**src/hdl/epa_pkg.sv**
```systemverilog
package epa_pkg;

  // ---------------------------------------------------------------
  // Address map
  // ---------------------------------------------------------------
  localparam int EPA_ADDR_W = 20;
  localparam int EPA_DATA_W = 16;
  localparam int EPA_WORD_W = 24;
  localparam int EPA_NBANK = 4;
  localparam int EPA_NSPACE = 6;
  localparam logic [7:0] EPA_B0_LO_RST = 8'h01;
  localparam logic [7:0] EPA_B1_LO_RST = 8'h40;
  localparam logic [7:0] EPA_B2_LO_RST = 8'h80;
  localparam logic [7:0] EPA_B3_LO_RST = 8'hc0;
  localparam logic [7:0] EPA_B3_HI_RST = 8'hfe;
  localparam logic [7:0] EPA_IO_EXT_FIRST = 8'h20;
  localparam logic [7:0] EPA_BOOT_FIRST = 8'h01;
  localparam logic [7:0] EPA_BOOT_LAST = 8'hfe;
  localparam int EPA_IO_PAGE_W = 10;

  // ---------------------------------------------------------------
  // Timing
  // ---------------------------------------------------------------
  localparam int EPA_GRANT_MIN_CYC = 3;
  localparam int EPA_NDMA = 5;

  // ---------------------------------------------------------------
  // Types
  // ---------------------------------------------------------------
  typedef enum logic [2:0] {
    EPA_SP_BANK0 = 3'h0,
    EPA_SP_BANK1 = 3'h1,
    EPA_SP_BANK2 = 3'h2,
    EPA_SP_BANK3 = 3'h3,
    EPA_SP_IO = 3'h4,
    EPA_SP_BOOT = 3'h5
  } epa_space_t;

  typedef struct packed {
    logic [3:0] rd_wait;
    logic [3:0] wr_wait;
    logic wait_ack_mode;
    logic [2:0] io_clk_div;
    logic wr_hold_ext;
    logic strobe_pol_hi;
    logic bus_16;
  } epa_space_cfg_t;

  typedef struct packed {
    logic valid;
    logic is_io;
    logic is_boot;
    logic write;
    logic pair_rd;
    logic word24;
    logic [23:0] addr;
    logic [23:0] wdata;
  } epa_req_t;

  typedef enum logic [1:0] {
    EPA_ST_OWN = 2'b00,
    EPA_ST_SYNC = 2'b01,
    EPA_ST_GRANT = 2'b11,
    EPA_ST_RECOVER = 2'b10
  } epa_arb_t;

  typedef enum logic [1:0] {
    EPA_XS_IDLE = 2'b00,
    EPA_XS_WAIT = 2'b01,
    EPA_XS_STEP = 2'b11
  } epa_xfer_t;

endpackage : epa_pkg

```
**src/hdl/epa_ext_port.sv**
```systemverilog
`timescale 1ns/10ps
// Overview of operation
// [RULE_01] Each off-chip space has own access settings
// [RULE_02] External data path is 8 or 16 bits
// [RULE_03] Reset bank page boundaries per bank
// [RULE_04] Bank access asserts its own select
// [RULE_05] I/O pages 0-31 stay on chip
// [RULE_06] I/O pages 32-255 assert I/O select
// [RULE_07] Boot space asserts boot select, core and DMA
// [RULE_08] Outside request granted only when idle
// [RULE_09] Grant at least three cycles after request
// [RULE_10] Release pins, then assert grant; address and control enables drop in the same cycle as grant
// [RULE_11] Off-chip access stalls while granted away
// [RULE_12] No grant between paired reads
// [RULE_13] Grant allowed between read and write
// [RULE_14] Core-exclusive option still grants DMA, outside
// [RULE_15] Request held during use, released ends grant
// [RULE_16] Bus request works during reset; arbiter is held in EPA_ST_OWN during reset, no grant until it ends
// [RULE_17] Grant-hang asserted when access held off
// [RULE_18] DMA requesters in fixed priority order
// [RULE_19] Linked descriptors chain without core
// [RULE_20] DMA steals cycles, not arbitrated vs core
// [RULE_21] 16-bit data, 20-bit address, shared port
// [RULE_22] Word packing for 16/24-bit internal words
// [RULE_23] Pins driven inactive before next access
module epa_ext_port
  import epa_pkg::*;
#(
  parameter int ADDR_W = EPA_ADDR_W,
  parameter int DATA_W = EPA_DATA_W
) (
  // Clock and reset
  input wire logic clk_i,
  input wire logic rstn_i,
  // Per-space configuration and bank boundaries
  input wire epa_space_cfg_t [EPA_NSPACE-1:0] space_cfg_i,
  input wire logic [EPA_NBANK-1:0][7:0] bank_lo_i,
  input wire logic bank_lo_load_i,
  input wire logic core_excl_i,
  // Core request
  input wire epa_req_t core_req_i,
  output logic core_ack_o,
  output logic [EPA_WORD_W-1:0] core_rdata_o,
  output logic core_stall_o,
  // DMA requesters
  input wire logic [EPA_NDMA-1:0] dma_req_i,
  input wire logic [EPA_NDMA-1:0] dma_link_i,
  input wire epa_req_t [EPA_NDMA-1:0] dma_xfer_i,
  output logic [EPA_NDMA-1:0] dma_ack_o,
  output logic [EPA_NDMA-1:0] dma_seq_start_o,
  // External pins
  output logic [ADDR_W-1:0] addr_o,
  output logic addr_oe_o,
  input wire logic [DATA_W-1:0] data_i,
  output logic [DATA_W-1:0] data_o,
  output logic data_oe_o,
  output logic [EPA_NBANK-1:0] bank_select_n_o,
  output logic io_space_select_n_o,
  output logic boot_space_select_n_o,
  output logic rd_n_o,
  output logic wr_n_o,
  output logic ctl_oe_o,
  input wire logic ack_i,
  // Outside bus master
  input wire logic ext_bus_request_n_i,
  output logic ext_bus_grant_n_o,
  output logic grant_hang_n_o
);

  initial begin
    if (ADDR_W != EPA_ADDR_W || DATA_W != EPA_DATA_W) begin
      $error("epa_ext_port: port widths fixed at 20-bit address, 16-bit data");
    end
  end

  // ---------------------------------------------------------------
  // Bank boundaries
  // ---------------------------------------------------------------
  logic [EPA_NBANK-1:0][7:0] bank_lo_r;

  always_ff @(posedge clk_i or negedge rstn_i) begin
    if (!rstn_i) begin
      bank_lo_r <= {EPA_B3_LO_RST, EPA_B2_LO_RST, EPA_B1_LO_RST, EPA_B0_LO_RST}; // RULE_03
    end else if (bank_lo_load_i) begin
      bank_lo_r <= bank_lo_i;
    end
  end

  // ---------------------------------------------------------------
  // Requester selection
  // ---------------------------------------------------------------
  logic [2:0] dma_idx;
  logic dma_any;
  epa_req_t cur_req;
  logic cur_is_dma;

  always_comb begin
    dma_idx = 3'h0;
    dma_any = 1'b0;
    for (int i = EPA_NDMA - 1; i >= 0; i--) begin
      if (dma_req_i[i]) begin
        dma_idx = 3'(i); // RULE_18
        dma_any = 1'b1;
      end
    end
  end

  // DMA steals the port ahead of the core unless core_excl_i is set; core waits, no arbitration
  always_comb begin
    cur_is_dma = dma_any && !core_excl_i; // RULE_20 RULE_14
    cur_req = cur_is_dma ? dma_xfer_i[dma_idx] : core_req_i;
    if (!cur_is_dma && core_excl_i && dma_any && !core_req_i.valid) begin
      cur_is_dma = 1'b1;
      cur_req = dma_xfer_i[dma_idx];
    end
  end

  // ---------------------------------------------------------------
  // Space decode
  // ---------------------------------------------------------------
  epa_space_t cur_space;
  logic cur_offchip;
  logic [7:0] cur_page;

  always_comb begin
    cur_page = cur_req.addr[23:16];
    cur_space = EPA_SP_BANK0;
    cur_offchip = 1'b0;
    if (cur_req.is_io) begin
      cur_space = EPA_SP_IO;
      cur_offchip = cur_req.addr[17:EPA_IO_PAGE_W] >= EPA_IO_EXT_FIRST; // RULE_05 RULE_06
    end else if (cur_req.is_boot) begin
      cur_space = EPA_SP_BOOT;
      cur_offchip = cur_page >= EPA_BOOT_FIRST && cur_page <= EPA_BOOT_LAST; // RULE_07
    end else if (cur_page >= bank_lo_r[0] && cur_page <= EPA_B3_HI_RST) begin
      cur_offchip = 1'b1;
      for (int b = 0; b < EPA_NBANK; b++) begin
        if (cur_page >= bank_lo_r[b]) begin
          cur_space = epa_space_t'(b); // RULE_04
        end
      end
    end
  end

  logic want_port;
  assign want_port = cur_req.valid && cur_offchip;

  // ---------------------------------------------------------------
  // Bus request arbitration
  // ---------------------------------------------------------------
  epa_arb_t arb_r;
  logic [1:0] sync_cnt_r;
  logic xfer_busy;
  logic pair_lock_r;

  // Arbiter held in EPA_ST_OWN during reset: request not granted until reset ends
  always_ff @(posedge clk_i or negedge rstn_i) begin
    if (!rstn_i) begin
      arb_r <= EPA_ST_OWN;
      sync_cnt_r <= 2'h0;
    end else begin
      unique case (arb_r)
        EPA_ST_OWN: begin
          sync_cnt_r <= 2'h0;
          if (!ext_bus_request_n_i) begin
            arb_r <= EPA_ST_SYNC;
          end
        end
        EPA_ST_SYNC: begin
          if (ext_bus_request_n_i) begin
            arb_r <= EPA_ST_OWN;
          end else if (sync_cnt_r < 2'(EPA_GRANT_MIN_CYC - 1)) begin
            sync_cnt_r <= sync_cnt_r + 2'h1; // RULE_09
          end else if (!want_port && !xfer_busy && !pair_lock_r) begin
            arb_r <= EPA_ST_GRANT; // RULE_08 RULE_12 RULE_13
          end
        end
        EPA_ST_GRANT: begin
          if (ext_bus_request_n_i) begin
            arb_r <= EPA_ST_RECOVER; // RULE_15
          end
        end
        EPA_ST_RECOVER: begin
          arb_r <= EPA_ST_OWN; // RULE_23
        end
      endcase
    end
  end

  logic granted;
  assign granted = (arb_r == EPA_ST_GRANT);
  assign ext_bus_grant_n_o = !granted; // RULE_10
  assign ctl_oe_o = !granted; // RULE_10
  assign addr_oe_o = !granted; // RULE_10
  assign core_stall_o = core_req_i.valid && !core_ack_o && (granted || arb_r == EPA_ST_RECOVER); // RULE_11
  assign grant_hang_n_o = !(granted && want_port); // RULE_17

  // ---------------------------------------------------------------
  // Transfer engine
  // ---------------------------------------------------------------
  epa_xfer_t xs_r;
  epa_space_cfg_t cfg_r;
  epa_space_t sp_r;
  epa_req_t req_r;
  logic dma_r;
  logic [2:0] owner_r;
  logic [3:0] wait_r;
  logic [1:0] step_r;
  logic [1:0] nsteps;
  logic [EPA_WORD_W-1:0] asm_r;
  logic can_start;

  assign xfer_busy = (xs_r != EPA_XS_IDLE);
  // Pending outside request is lowest priority: accesses still start while it syncs
  assign can_start = want_port && !xfer_busy
                     && (arb_r == EPA_ST_OWN || arb_r == EPA_ST_SYNC); // RULE_08 RULE_11 RULE_23

  // Index of the last external access for one internal word (accesses minus one)
  always_comb begin
    if (req_r.word24) begin
      nsteps = cfg_r.bus_16 ? 2'd1 : 2'd2; // RULE_22
    end else begin
      nsteps = cfg_r.bus_16 ? 2'd0 : 2'd1; // RULE_02
    end
  end

  always_ff @(posedge clk_i or negedge rstn_i) begin
    if (!rstn_i) begin
      xs_r <= EPA_XS_IDLE;
      cfg_r <= '0;
      sp_r <= EPA_SP_BANK0;
      req_r <= '0;
      dma_r <= 1'b0;
      owner_r <= 3'h0;
      wait_r <= 4'h0;
      step_r <= 2'h0;
      asm_r <= '0;
    end else begin
      unique case (xs_r)
        EPA_XS_IDLE: begin
          if (can_start) begin
            xs_r <= EPA_XS_WAIT;
            cfg_r <= space_cfg_i[cur_space]; // RULE_01
            sp_r <= cur_space;
            req_r <= cur_req;
            dma_r <= cur_is_dma;
            owner_r <= dma_idx;
            wait_r <= cur_req.write ? space_cfg_i[cur_space].wr_wait
                                    : space_cfg_i[cur_space].rd_wait;
            step_r <= 2'h0;
            asm_r <= '0;
          end
        end
        EPA_XS_WAIT: begin
          if (wait_r != 4'h0) begin
            wait_r <= wait_r - 4'h1;
          end else if (!cfg_r.wait_ack_mode || ack_i) begin
            xs_r <= EPA_XS_STEP;
            if (cfg_r.bus_16 && step_r == 2'h0) begin
              asm_r[15:0] <= data_i; // RULE_22
            end else if (cfg_r.bus_16) begin
              asm_r[23:16] <= data_i[7:0]; // RULE_22
            end else begin
              asm_r[8*step_r +: 8] <= data_i[7:0];
            end
          end
        end
        EPA_XS_STEP: begin
          if (step_r == nsteps) begin
            xs_r <= EPA_XS_IDLE;
          end else begin
            xs_r <= EPA_XS_WAIT;
            step_r <= step_r + 2'h1;
            wait_r <= req_r.write ? cfg_r.wr_wait : cfg_r.rd_wait;
          end
        end
      endcase
    end
  end

  // Hold the port between the two reads of a paired-read instruction
  always_ff @(posedge clk_i or negedge rstn_i) begin
    if (!rstn_i) begin
      pair_lock_r <= 1'b0;
    end else if (xs_r == EPA_XS_STEP && step_r == nsteps) begin
      pair_lock_r <= !req_r.write && req_r.pair_rd && !dma_r; // RULE_12 RULE_13
    end else if (can_start) begin
      pair_lock_r <= 1'b0;
    end
  end

  logic done;
  assign done = (xs_r == EPA_XS_STEP) && (step_r == nsteps);
  assign core_ack_o = done && !dma_r;

  always_ff @(posedge clk_i or negedge rstn_i) begin
    if (!rstn_i) begin
      core_rdata_o <= '0;
    end else if (done && !dma_r && !req_r.write) begin
      core_rdata_o <= asm_r;
    end
  end

  // DMA completion and descriptor chaining
  genvar g;
  generate
    for (g = 0; g < EPA_NDMA; g++) begin : g_dma
      assign dma_ack_o[g] = done && dma_r && owner_r == 3'(g);
      always_ff @(posedge clk_i or negedge rstn_i) begin
        if (!rstn_i) begin
          dma_seq_start_o[g] <= 1'b0;
        end else begin
          dma_seq_start_o[g] <= dma_ack_o[g] && dma_link_i[g]; // RULE_19
        end
      end
    end
  endgenerate

  // ---------------------------------------------------------------
  // Pin drive
  // ---------------------------------------------------------------
  logic active;
  logic [23:0] ext_addr;
  logic [4:0] wsh;
  assign active = (xs_r == EPA_XS_WAIT);

  always_comb begin
    ext_addr = req_r.addr + 24'(step_r);
    wsh = cfg_r.bus_16 ? 5'(16 * step_r) : 5'(8 * step_r);
  end

  always_ff @(posedge clk_i or negedge rstn_i) begin
    if (!rstn_i) begin
      addr_o <= '0;
      data_o <= '0;
      data_oe_o <= 1'b0;
      bank_select_n_o <= '1;
      io_space_select_n_o <= 1'b1;
      boot_space_select_n_o <= 1'b1;
      rd_n_o <= 1'b1;
      wr_n_o <= 1'b1;
    end else begin
      addr_o <= ext_addr[ADDR_W-1:0]; // RULE_21
      data_o <= 16'(req_r.wdata >> wsh);
      data_oe_o <= active && req_r.write && !granted;
      for (int b = 0; b < EPA_NBANK; b++) begin
        bank_select_n_o[b] <= !(active && sp_r == epa_space_t'(b)); // RULE_04
      end
      io_space_select_n_o <= !(active && sp_r == EPA_SP_IO); // RULE_06
      boot_space_select_n_o <= !(active && sp_r == EPA_SP_BOOT); // RULE_07
      rd_n_o <= !(active && !req_r.write) ^ cfg_r.strobe_pol_hi;
      wr_n_o <= !(active && req_r.write && !(cfg_r.wr_hold_ext && wait_r == 4'h0))
                ^ cfg_r.strobe_pol_hi;
    end
  end

endmodule : epa_ext_port

```
**config.mk**
```make
export PLATFORM = sky130hd
export DESIGN_NAME = epa_ext_port
export DESIGN_NICKNAME = d
export VERILOG_FILES = /design/src/hdl/epa_pkg.sv /design/src/hdl/epa_ext_port.sv
export SDC_FILE = /design/constraint.sdc
export NUM_CORES = 1
export LEC_CHECK = 0
export ABC_AREA = 1
export BUFFER_PORTS_ARGS = -buffer_cell sky130_fd_sc_hd__buf_4
export CAP_MARGIN = 10
export CORE_AREA = 2 2 218 220
export DETAILED_ROUTE_END_ITERATION = 10
export DIE_AREA = 0 0 220 222
export HOLD_SLACK_MARGIN = 0.06
export SLEW_MARGIN = 20
export SYNTH_ARGS = -nofsm -noshare
export SYNTH_HDL_FRONTEND = slang
export SYNTH_SLANG_ARGS = --single-unit
```
**constraint.sdc**
```tcl
create_clock -name clk_i -period 4.1 [get_ports clk_i]
set_clock_uncertainty 0.05 [all_clocks]
set_input_delay 0.615 -clock clk_i [delete_from_list [all_inputs] [get_ports clk_i]]
set_output_delay 0.615 -clock clk_i [all_outputs]
set_load 0.05 [all_outputs]
```
==> results.py, run 1 <==
metrics = {
    "outcome": {
        "status": "finished clean",
    },
    "sta": {
        "rsz0062_at_grt": "yes",
        "fin_crit_sh_pct": 94.92,
        "max_slew.worst_pin.slew_ns": 0.8449,
        "holdWs_ns": 0.1010,
        "slew_violations": 0,
        "setup_tns_ns": 0,
        "finalSetupViolations": 0,
        "hold_viol_final": 0,
        "slew_headroom_pct": 43.68,
        "timing.fmax_ghz": 0.2569,
        "timing.final.crit_period_ns": 3.892,
    },
    "pwr": {
        "internal-power_mw": 5.524,
        "cellLeakagePower_nw": 9.460,
        "power_mw": 9.377,
        "ir_drop_uv": 354.2,
        "clock_power_share_pct": 22.8,
        "powerDensity_nw_per_um2": 498.9,
        "combPwrFrac_pct": 43.9,
        "swShare_pct": 41.09,
        "seqPwrFrac_pct": 33.3,
        "power_switching_mw": 3.853,
    },
    "detailed_routing": {
        "drc": 0,
        "ant_nets": 0,
        "first_pass_iters": 6,
        "drt_iter0_markers": 1247,
        "num_vias": 14010,
        "finalWirelength_mm": 52.05,
        "routedWlPerCell_um": 18.14,
        "avgViaCountPerCell": 4.881,
    },
    "yosys": {
        "synth-edff-count": 0,
        "synth_warnings": 0,
        "syn-num-nets": 2218,
        "syn_inst": 1699,
        "syn_area_um2": 12900,
        "synthFlopType": "dfrtp_1",
        "syn_area_per_cell_um2": 7.595,
        "yosys_register_bits": 209,
        "ys_seq_area_share_pct": 40.66,
        "async_reset_ff_share_pct": 100.0,
        "ys_types": 52,
    },
    "setup_path": {
        "path_cells": "buf_4 -> nor2_4 -> nand3_2 -> nand2_4 -> inv_2 -> nor2_1 -> a21oi_2 -> buf_4 -> ha_1 -> a21oi_1 -> o21ai_0 -> nand2_1 -> o2111ai_1 -> buf_4 -> o21ai_4 -> nor2_4 -> nand2_1 -> buf_6",
        "cp.required_ns": 3.43,
        "cp-start-kind": "primary input",
        "r2r_cells": 14,
        "critPathMaxStageDelay_ns": 0.29,
        "worst_setup_path_end_kind": "output pin",
        "crit_path_top_delay_cell": "ha_1",
        "cp.arrival_ns": 3.23,
        "crit_fanout": 13,
        "r2r-start": "step_r[0]$_DFFE_PN0P_",
        "worstSetupPathType": "in2out",
        "rrSetupSlack_ns": 0.89,
        "r2r_end": "addr_o[19]$_DFF_PN0_",
        "critPathMostFrequentCell": "buf_4",
    },
    "clock_network": {
        "root_buffer": "clkbuf_16",
        "h-tree-depth": 1,
        "hold_buffers": 0,
        "cts_sinks": 209,
        "clkTransAtPathRegs_ns": 0.05,
        "cts_buffer_depth": 3,
        "cts_tree": "yes",
        "numCtsBuffers": 24,
        "insertion_delay_ns": 0.53,
    },
    "layout": {
        "final_cell_mix": "buf_4 (608), nand2_1 (335), dfrtp_1 (196), o21ai_0 (184), nor2_1 (169)",
        "area_growth_syn_to_layout_pct": 45.66,
        "num_antenna_cells": 0,
        "layout_commonest_cell": "buf_4",
        "nets": 2764,
        "drive_gt1_share_pct": 32.76,
        "fill_cells": 4791,
        "fin_util_pct": 40.63,
        "fin_area_um2": 18800,
    },
    "placement": {
        "hpwl_mm": 41.56,
        "dpl-instance-area_um2": 17930,
        "port_buffers": 544,
        "place_congestion": 0.9298,
    },
    "global_routing": {
        "grt_pass1_wl_mm": 79.21,
        "grt_pass1_vias": 14210,
        "grt_use_total_pct": 20.81,
        "antenna_found_initial": 0,
        "grt_start_max_net_pins": 106,
        "overflow": 0,
    },
    "floorplanning": {
        "start_util_pct": 27.89,
        "die_h_um": 222,
        "die_w_um": 220,
        "fp.coreArea_um2": 46260,
        "num_rows": 79,
        "die_area_um2": 48840,
        "io_pins": 563,
    },
    "job": {
        "cap_violations": 0,
    },
    "hold_path": {
        "min_path_type": "in2async",
    },
}
worst max path at each step:
stage / cells past startpoint / slack (ns) / end / startpoint
floorplan: 15 / 0.54 / grant_hang_n_o / dma_req_i[1]
global placement: 21 / -0.12 / wait_r[3]$_DFFE_PN0P_ / dma_req_i[1]
detailed placement: 23 / -0.17 / cfg_r[0]$_DFFE_PN0P_ / dma_req_i[1]
CTS: 18 / 0.01 / grant_hang_n_o / dma_req_i[1]
global route: 23 / -0.07 / grant_hang_n_o / dma_req_i[2]
finish: 18 / 0.21 / grant_hang_n_o / dma_req_i[1]
registers in the layout, indices dropped and copies added (netlist names), 3 cells and up:
name	flops
dma_seq_start_o	5
cfg_r	12
sp_r	3
asm_r	24
owner_r	3
core_rdata_o	24
bank_lo_r	32
req_r	47
data_o	16
wait_r	4
addr_o	20
bank_select_n_o	4
synth_stat cells (4+ instances only):
cell type,instances,area share (%)
ha_1,40,3.9
a21oi_1,93,3.6
nand2_1,337,9.8
a211oi_1,9,0.52
dfstp_2,13,2.6
xor2_1,19,1.3
nand4_1,7,0.34
nand2_2,6,0.29
o21ai_0,184,7.1
nor3b_1,5,0.29
buf_4,18,1.0
nor2_1,170,4.9
a21boi_1,4,0.23
clkbuf_1,54,1.6
xnor2_1,4,0.27
dfrtp_1,196,38
o31ai_1,4,0.23
nor3_1,7,0.27
buf_1,6,0.17
nand3b_1,10,0.58
o211ai_1,36,2.1
inv_2,8,0.23
o21ai_1,63,2.4
o32ai_1,4,0.27
inv_1,147,4.3
mux2_2,28,2.4
buf_6,4,0.35
nor4_1,4,0.19
a22oi_1,8,0.47
a21oi_2,4,0.27
o21a_1,7,0.41
buf_2,18,0.70
nand3_1,95,3.7
o22ai_1,54,2.6
power by group through the flow:
stage | Sequential (mW) | Combinational (mW) | Clock [mW]
floorplan | 3.73 | 1.89 | 0
global placement | 3.14 | 4.06 | 0
detailed placement | 3.16 | 4.12 | 0
CTS | 3.13 | 4.14 | 2.20
global route | 3.20 | 4.56 | 2.30
finish | 3.12 | 4.12 | 2.14
metal layers:
metal | wire, um | global-route usage (%) | vias up
met5 | 0 | 0 | -
met4 | 1398 | 5.088 | 0
met3 | 4025 | 4.376 | 79
met2 | 24820 | 35.35 | 555
met1 | 21810 | 26.81 | 6556
li1 | - | - | 6815
repair_timing:
item	in CTS	in global routing
setup buffers	0	0
endpoints found under the setup margin	0	2
gates resized for setup	0	12
cell families (layout without fill, tap and decap cells):
logic type | Yosys count | in the layout | share of synthesized area (%)
XOR/XNOR | 23 | 23 | 1.561
multiplexers | 28 | 28 | 2.443
AND/OR/NAND/NOR | 661 | 662 | 21.78
buffers and inverters | 257 | 819 | 8.407
AO/OA/AOI/OAI | 480 | 480 | 21.12
adder cells (fa/ha/maj) | 41 | 41 | 4.034
flip-flops | 209 | 209 | 40.66
metrics by stage:
step / worst slack, ns / cells
after floorplan: 0.5426 / 1699
after global placement: -0.1239 / 2825
after detailed placement: -0.1678 / 2825
after CTS: 0.01173 / 2868
after global routing: -0.06627 / 2869
final: 0.2081 / 2869
area by class of cell:
| class | count | area (um2) | area share, % |
|---|---|---|---|
| well taps | 607 | 759.5 | 4.041 |
| repair buffers | 619 | 4753 | 25.29 |
| clock inverters | 4 | 60.06 | 0.3195 |
| flip-flops and latches | 209 | 5246 | 27.91 |
| multi-input cells | 1234 | 6650 | 35.38 |
| clock buffers | 39 | 737.0 | 3.921 |
| inverters | 157 | 589.3 | 3.135 |
critical path: cells and delay by family:
kind / cells / cell delay, ns
and+or+nand+nor: 7 / 0.97
buffers and inverters: 5 / 0.75
adders and majority gates: 1 / 0.29
AOI/OAI and AO/OA: 5 / 0.59
Note: power is estimated with default switching activity, not from simulation.
==> run 2: changes to the inputs <==
--- a/config.mk
+++ b/config.mk
@@ -12,7 +12,7 @@
 export DETAILED_ROUTE_END_ITERATION = 10
 export DIE_AREA = 0 0 220 222
 export HOLD_SLACK_MARGIN = 0.06
-export SLEW_MARGIN = 20
+export SLEW_MARGIN = 5
 export SYNTH_ARGS = -nofsm -noshare
 export SYNTH_HDL_FRONTEND = slang
 export SYNTH_SLANG_ARGS = --single-unit
==> constraint.sdc (replaced) <==
create_clock -name clk_i -period 4.1 [get_ports clk_i]
set_clock_uncertainty 0.05 [all_clocks]
set_input_delay 0.82 -clock clk_i [delete_from_list [all_inputs] [get_ports clk_i]]
set_output_delay 0.82 -clock clk_i [all_outputs]
set_load 0.05 [all_outputs]
==> results.py, run 2 (synthesis gave the netlist of run 1 again) <==
metrics = {
    "outcome": {
        "status": "finished clean",
    },
    "sta": {
        "hold_viol_final": 0,
        "fin_crit_sh_pct": 97.21,
        "worst_slack_ns": 0.1146,
        "max_slew.worst_pin.slew_ns": 0.8293,
        "slew_headroom_pct": 44.13,
        "finalSetupViolations": 0,
        "rsz0062_at_grt": "yes",
        "setup_tns_ns": 0,
        "timing.final.crit_period_ns": 3.985,
        "timing.fmax_ghz": 0.2509,
        "slew_violations": 0,
    },
    "layout": {
        "largest_reg_flops": 47,
        "fill_cells": 4694,
        "final_cell_mix": "buf_4 (639), nand2_1 (325), dfrtp_1 (195), o21ai_0 (183), nor2_1 (166)",
        "top_register": "req_r",
        "reg_top3": "req_r x47, bank_lo_r x32",
        "drive_gt1_share_pct": 35.51,
        "layout_commonest_cell": "buf_4",
        "fin_area_um2": 19520,
        "area_growth_syn_to_layout_pct": 51.27,
        "register_area_um2": 5248,
        "nets": 2812,
        "multi_input_comb_area_um2": 6800,
        "finalNonFillerCells": 2920,
    },
    "detailed_routing": {
        "met1_length_mm": 21.98,
        "maxUsedRoutingLayer": "met5",
        "first_pass_iters": 5,
        "routedWlPerCell_um": 18.07,
        "avgViaCountPerCell": 4.858,
        "route.met2.wl_mm": 25.45,
        "ant_nets": 0,
        "drc": 0,
        "wl_met3_mm": 4.201,
        "drt_iter0_markers": 829,
        "num_vias": 14190,
        "finalWirelength_mm": 52.76,
    },
    "global_routing": {
        "grt_use_total_pct": 20.68,
        "grt_pass1_wl_mm": 79.16,
        "antenna_found_initial": 2,
        "grt_start_max_net_pins": 94,
        "overflow": 0,
        "grt_pass1_vias": 14200,
    },
    "floorplanning": {
        "io_pins": 563,
        "die_h_um": 222,
        "num_rows": 79,
        "start_util_pct": 27.89,
        "die_area_um2": 48840,
        "die_w_um": 220,
        "fp.coreArea_um2": 46260,
    },
    "pwr": {
        "ir_drop_uv": 422.8,
        "cellLeakagePower_nw": 9.795,
        "clock_power_share_pct": 24.6,
        "power_switching_mw": 3.941,
        "seqPwrFrac_pct": 31.9,
        "internal-power_mw": 5.810,
        "powerDensity_nw_per_um2": 499.6,
        "swShare_pct": 40.42,
        "power_mw": 9.751,
        "combPwrFrac_pct": 43.5,
    },
    "placement": {
        "place_congestion": 0.9329,
        "hpwl_mm": 42.03,
        "dpl_worst_slack_ns": -0.2740,
        "port_buffers": 544,
        "dp.cells": 2857,
        "dpl-instance-area_um2": 18220,
    },
    "job": {
        "cap_violations": 0,
    },
    "clock_network": {
        "cts_sinks": 209,
        "root_buffer": "clkbuf_16",
        "cts_buffer_depth": 3,
        "cts_tree": "yes",
        "insertion_delay_ns": 0.55,
        "clkTransAtPathRegs_ns": 0.06,
        "numCtsBuffers": 25,
        "h-tree-depth": 1,
    },
    "setup_path": {
        "worst_setup_path_end_kind": "output pin",
        "cp.required_ns": 3.23,
        "crit_fanout": 6,
        "cp-start-kind": "primary input",
        "cp.arrival_ns": 3.12,
        "worstSetupPathType": "in2out",
    },
    "hold_path": {
        "min_path_type": "in2async",
    },
}
run 2: cell count changes in the layout (fill, tap and decap cells not counted), sizes merged:
cell	previous run	this run
buf	619	665
clkbuf	39	34
clkinv	4	7
inv	156	157
clkinvlp	0	1
diode	0	1
nand2	347	348
bufinv	1	4
run 2: worst paths after layout:
| path | startpoint | to | slack (ns) | cells after the start |
|---|---|---|---|---|
| worst max-delay path | dma_req_i[0] | grant_hang_n_o | 0.11 | 18 |
| worst min-delay path | rstn_i | wait_r[2]$_DFFE_PN0P_ | 0.21 | 1 |
| worst max register to register | step_r[1]$_DFFE_PN0P_ | addr_o[17]$_DFF_PN0_ | 0.88 | 14 |
| worst min register to register | sp_r[2]$_DFFE_PN0P_ | boot_space_select_n_o$_DFF_PN1_ | 0.39 | 1 |
| max in group asynchronous | rstn_i | bank_lo_r[23]$_DFFE_PN1P_ | 2.93 | 2 |
| min in group clk_i | sp_r[2]$_DFFE_PN0P_ | boot_space_select_n_o$_DFF_PN1_ | 0.39 | 1 |
run 2: metal layers:
metal,track usage (%),up-vias
met3,4.856,69
li1,-,6920
met5,0,-
met1,26.07,6679
met2,35.69,516
met4,4.481,2
run 2: stage by stage:
stage	hold WS [ns]	utilization, %
after global placement	0.3884	39.39
after floorplan	0.3719	-
after global routing	0.2689	42.19
final	0.2095	42.19
after CTS	0.2553	41.44
after detailed placement	0.3965	39.39
run 2: power by group through the flow:
stage,sequential (mW),combinational [mW],clock [mW]
after floorplan,3.73,1.89,0
after global placement,3.12,4.13,0
after detailed placement,3.14,4.18,0
after CTS,3.11,4.22,2.45
after global routing,3.18,4.67,2.53
final,3.11,4.24,2.40
run 2: worst max-delay path: stages:
cell,delay (ns)
buf_4,0.14
nor2_4,0.12
buf_12,0.15
nand2_8,0.07
buf_4,0.15
nand2_1,0.05
nand3_1,0.06
nand2_1,0.08
nand2_2,0.08
a21oi_2,0.17
buf_6,0.14
ha_4,0.19
a21oi_1,0.20
o2111ai_2,0.16
o21ai_2,0.23
nor2_4,0.05
nand2_2,0.07
buf_8,0.15
run 2: cell type report:
class,count,area share [%]
antenna,1,0.01282
sequential,209,26.88
multi-input combinational,1235,34.84
inverter,157,3.058
tap,607,3.891
timing repair buffer,665,26.70
clock buffer,34,3.686
clock inverter,12,0.9295
run 2: timing repair:
action	in CTS	in global routing
gates resized for setup	11	52
pin swaps	3	15
gates cloned	1	1
hold buffers	0	0
hold endpoints to repair	0	0
setup buffers	1	14
setup endpoints to repair	4	14
==> run 3: changes to the inputs <==
--- a/config.mk
+++ b/config.mk
@@ -8,7 +8,7 @@
 export ABC_AREA = 1
 export BUFFER_PORTS_ARGS = -buffer_cell sky130_fd_sc_hd__buf_4
 export CAP_MARGIN = 10
-export CORE_AREA = 2 2 218 220
+export CORE_AREA = 5 5 215 217
 export DETAILED_ROUTE_END_ITERATION = 10
 export DIE_AREA = 0 0 220 222
 export HOLD_SLACK_MARGIN = 0.06
==> results.py, run 3 (synthesis gave the netlist of run 1 again) <==
metrics = {
    "outcome": {
        "status": "finished clean",
    },
    "global_routing": {
        "grt_pass1_wl_mm": 81.81,
        "grt_start_max_net_pins": 96,
        "overflow": 0,
        "antenna_found_initial": 0,
        "grt_pass1_vias": 14550,
        "grt_use_total_pct": 21.00,
    },
    "layout": {
        "reg_top3": "req_r x47, bank_lo_r x32",
        "fill_cells": 4406,
        "register_area_um2": 5248,
        "area_growth_syn_to_layout_pct": 52.48,
        "fin_util_pct": 44.79,
        "fin_area_um2": 19680,
        "multi_input_comb_area_um2": 6908,
        "largest_reg_flops": 47,
        "top_register": "req_r",
        "drive_gt1_share_pct": 36.18,
        "num_antenna_cells": 0,
        "nets": 2817,
        "layout_commonest_cell": "buf_4",
        "final_cell_mix": "buf_4 (642), nand2_1 (320), dfrtp_1 (195), o21ai_0 (183), nor2_1 (163)",
    },
    "setup_path": {
        "path_cells": "buf_4 -> inv_4 -> nand2_8 -> nor3_4 -> buf_4 -> buf_4 -> a21oi_1 -> a21oi_1 -> buf_4 -> ha_4 -> nand2_2 -> nor2_4 -> nand4_1 -> o2111ai_4 -> o21ai_4 -> nor2_4 -> nand2_2 -> buf_8",
        "cp-start-kind": "primary input",
        "endpoint": "grant_hang_n_o",
        "r2r_end": "addr_o[18]$_DFF_PN0_",
        "rrSetupSlack_ns": 0.80,
        "crit_fanout": 5,
        "critPathMostFrequentCell": "buf_4",
        "worst-path-stages": 18,
        "cp.required_ns": 3.23,
        "worstSetupPathType": "in2out",
        "cp.arrival_ns": 3.13,
        "r2r-start": "step_r[0]$_DFFE_PN0P_",
        "startpoint": "dma_req_i[3]",
        "crit_buf_inv": 6,
        "critPathMaxStageDelay_ns": 0.22,
        "worst_setup_path_end_kind": "output pin",
        "r2r_cells": 13,
        "crit_path_top_delay_cell": "ha_4",
        "critical-path-top-delay-family": "buffers and inverters",
    },
    "placement": {
        "dpl-instance-area_um2": 18190,
        "place_congestion": 0.9022,
        "hpwl_mm": 43.27,
        "port_buffers": 544,
    },
    "sta": {
        "rsz0062_at_grt": "yes",
        "timing.fmax_ghz": 0.2498,
        "finalSetupViolations": 0,
        "slew_violations": 0,
        "setup_tns_ns": 0,
        "fin_crit_sh_pct": 97.63,
        "hold_viol_final": 0,
        "max_slew.worst_pin.slew_ns": 0.7848,
        "timing.final.crit_period_ns": 4.003,
        "slew_headroom_pct": 47.68,
    },
    "clock_network": {
        "cts_tree": "yes",
        "insertion_delay_ns": 0.53,
        "numCtsBuffers": 24,
        "clkTransAtPathRegs_ns": 0.05,
        "cts_sinks": 209,
        "h-tree-depth": 1,
        "cts_buffer_depth": 3,
        "hold_buffers": 0,
        "root_buffer": "clkbuf_16",
    },
    "floorplanning": {
        "die_h_um": 222,
        "fp.coreArea_um2": 43930,
        "die_w_um": 220,
        "die_area_um2": 48840,
        "num_rows": 77,
        "io_pins": 563,
        "start_util_pct": 29.37,
    },
    "pwr": {
        "ir_drop_uv": 318.5,
        "power_mw": 9.766,
        "cellLeakagePower_nw": 9.816,
        "powerDensity_nw_per_um2": 496.4,
    },
    "detailed_routing": {
        "avgViaCountPerCell": 4.920,
        "num_vias": 14310,
        "drt_iter0_markers": 964,
        "first_pass_iters": 5,
        "routedWlPerCell_um": 18.70,
        "finalWirelength_mm": 54.37,
        "drc": 0,
        "ant_nets": 0,
    },
    "hold_path": {
        "min_path_type": "in2async",
    },
    "job": {
        "cap_violations": 0,
    },
}
==> run 3: final cells by class <==
cell class,count,share of cell area [%]
Inverter,157,3.072
Multi-Input combinational cell,1234,35.11
Tap cell,592,3.765
Timing Repair Buffer,672,26.94
Clock buffer,30,3.218
Sequential cell,209,26.67
Clock inverter,14,1.221
==> run 3: routing by layer <==
metal  GRT usage (%)  vias to the layer above  wire length, um
met5               0                        -                0
met4           6.583                        0             2025
met3           5.203                      109             4395
met2           34.71                      562            25390
met1           27.01                     6713            22570
li1                -                     6924                -
==> run 3: per-stage QoR <==
step / hold slack, ns / setup WS (ns) / instances
after global placement: 0.3874 / -0.3468 / 2839
after CTS: 0.2813 / -0.03280 / 2883
final: 0.2514 / 0.09698 / 2908
after detailed placement: 0.3883 / -0.3813 / 2839
after floorplan: 0.3719 / 0.1326 / 1699
after global routing: 0.3043 / -0.06869 / 2908
==> run 3: worst min path at each step <==
stage,depth (start not counted),endpoint,slack [ns],startpoint
4_1_cts,1,bank_lo_r[28]$_DFFE_PN0P_,0.28,rstn_i
6_report,1,bank_lo_r[29]$_DFFE_PN0P_,0.25,rstn_i
5_1_grt,1,bank_lo_r[29]$_DFFE_PN0P_,0.30,rstn_i
2_1_floorplan,1,io_space_select_n_o$_DFF_PN1_,0.37,sp_r[2]$_DFFE_PN0P_
3_3_place_gp,1,io_space_select_n_o$_DFF_PN1_,0.39,sp_r[2]$_DFFE_PN0P_
3_5_place_dp,1,io_space_select_n_o$_DFF_PN1_,0.39,sp_r[2]$_DFFE_PN0P_
==> run 3: what timing repair did <==
action	in CTS	in global routing
setup buffers	0	23
setup endpoints to repair	2	5
resized for setup	16	75
gates cloned	0	2
pin swaps	2	30
==> run 3: where the power goes <==
part	internal [mW]	total [mW]	leakage, nW	switching, mW
sequential	2.72	3.10	2.56	0.380
combinational	1.63	4.30	6.84	2.67
clock	1.48	2.36	0.421	0.881
total	5.83	9.77	9.82	3.93
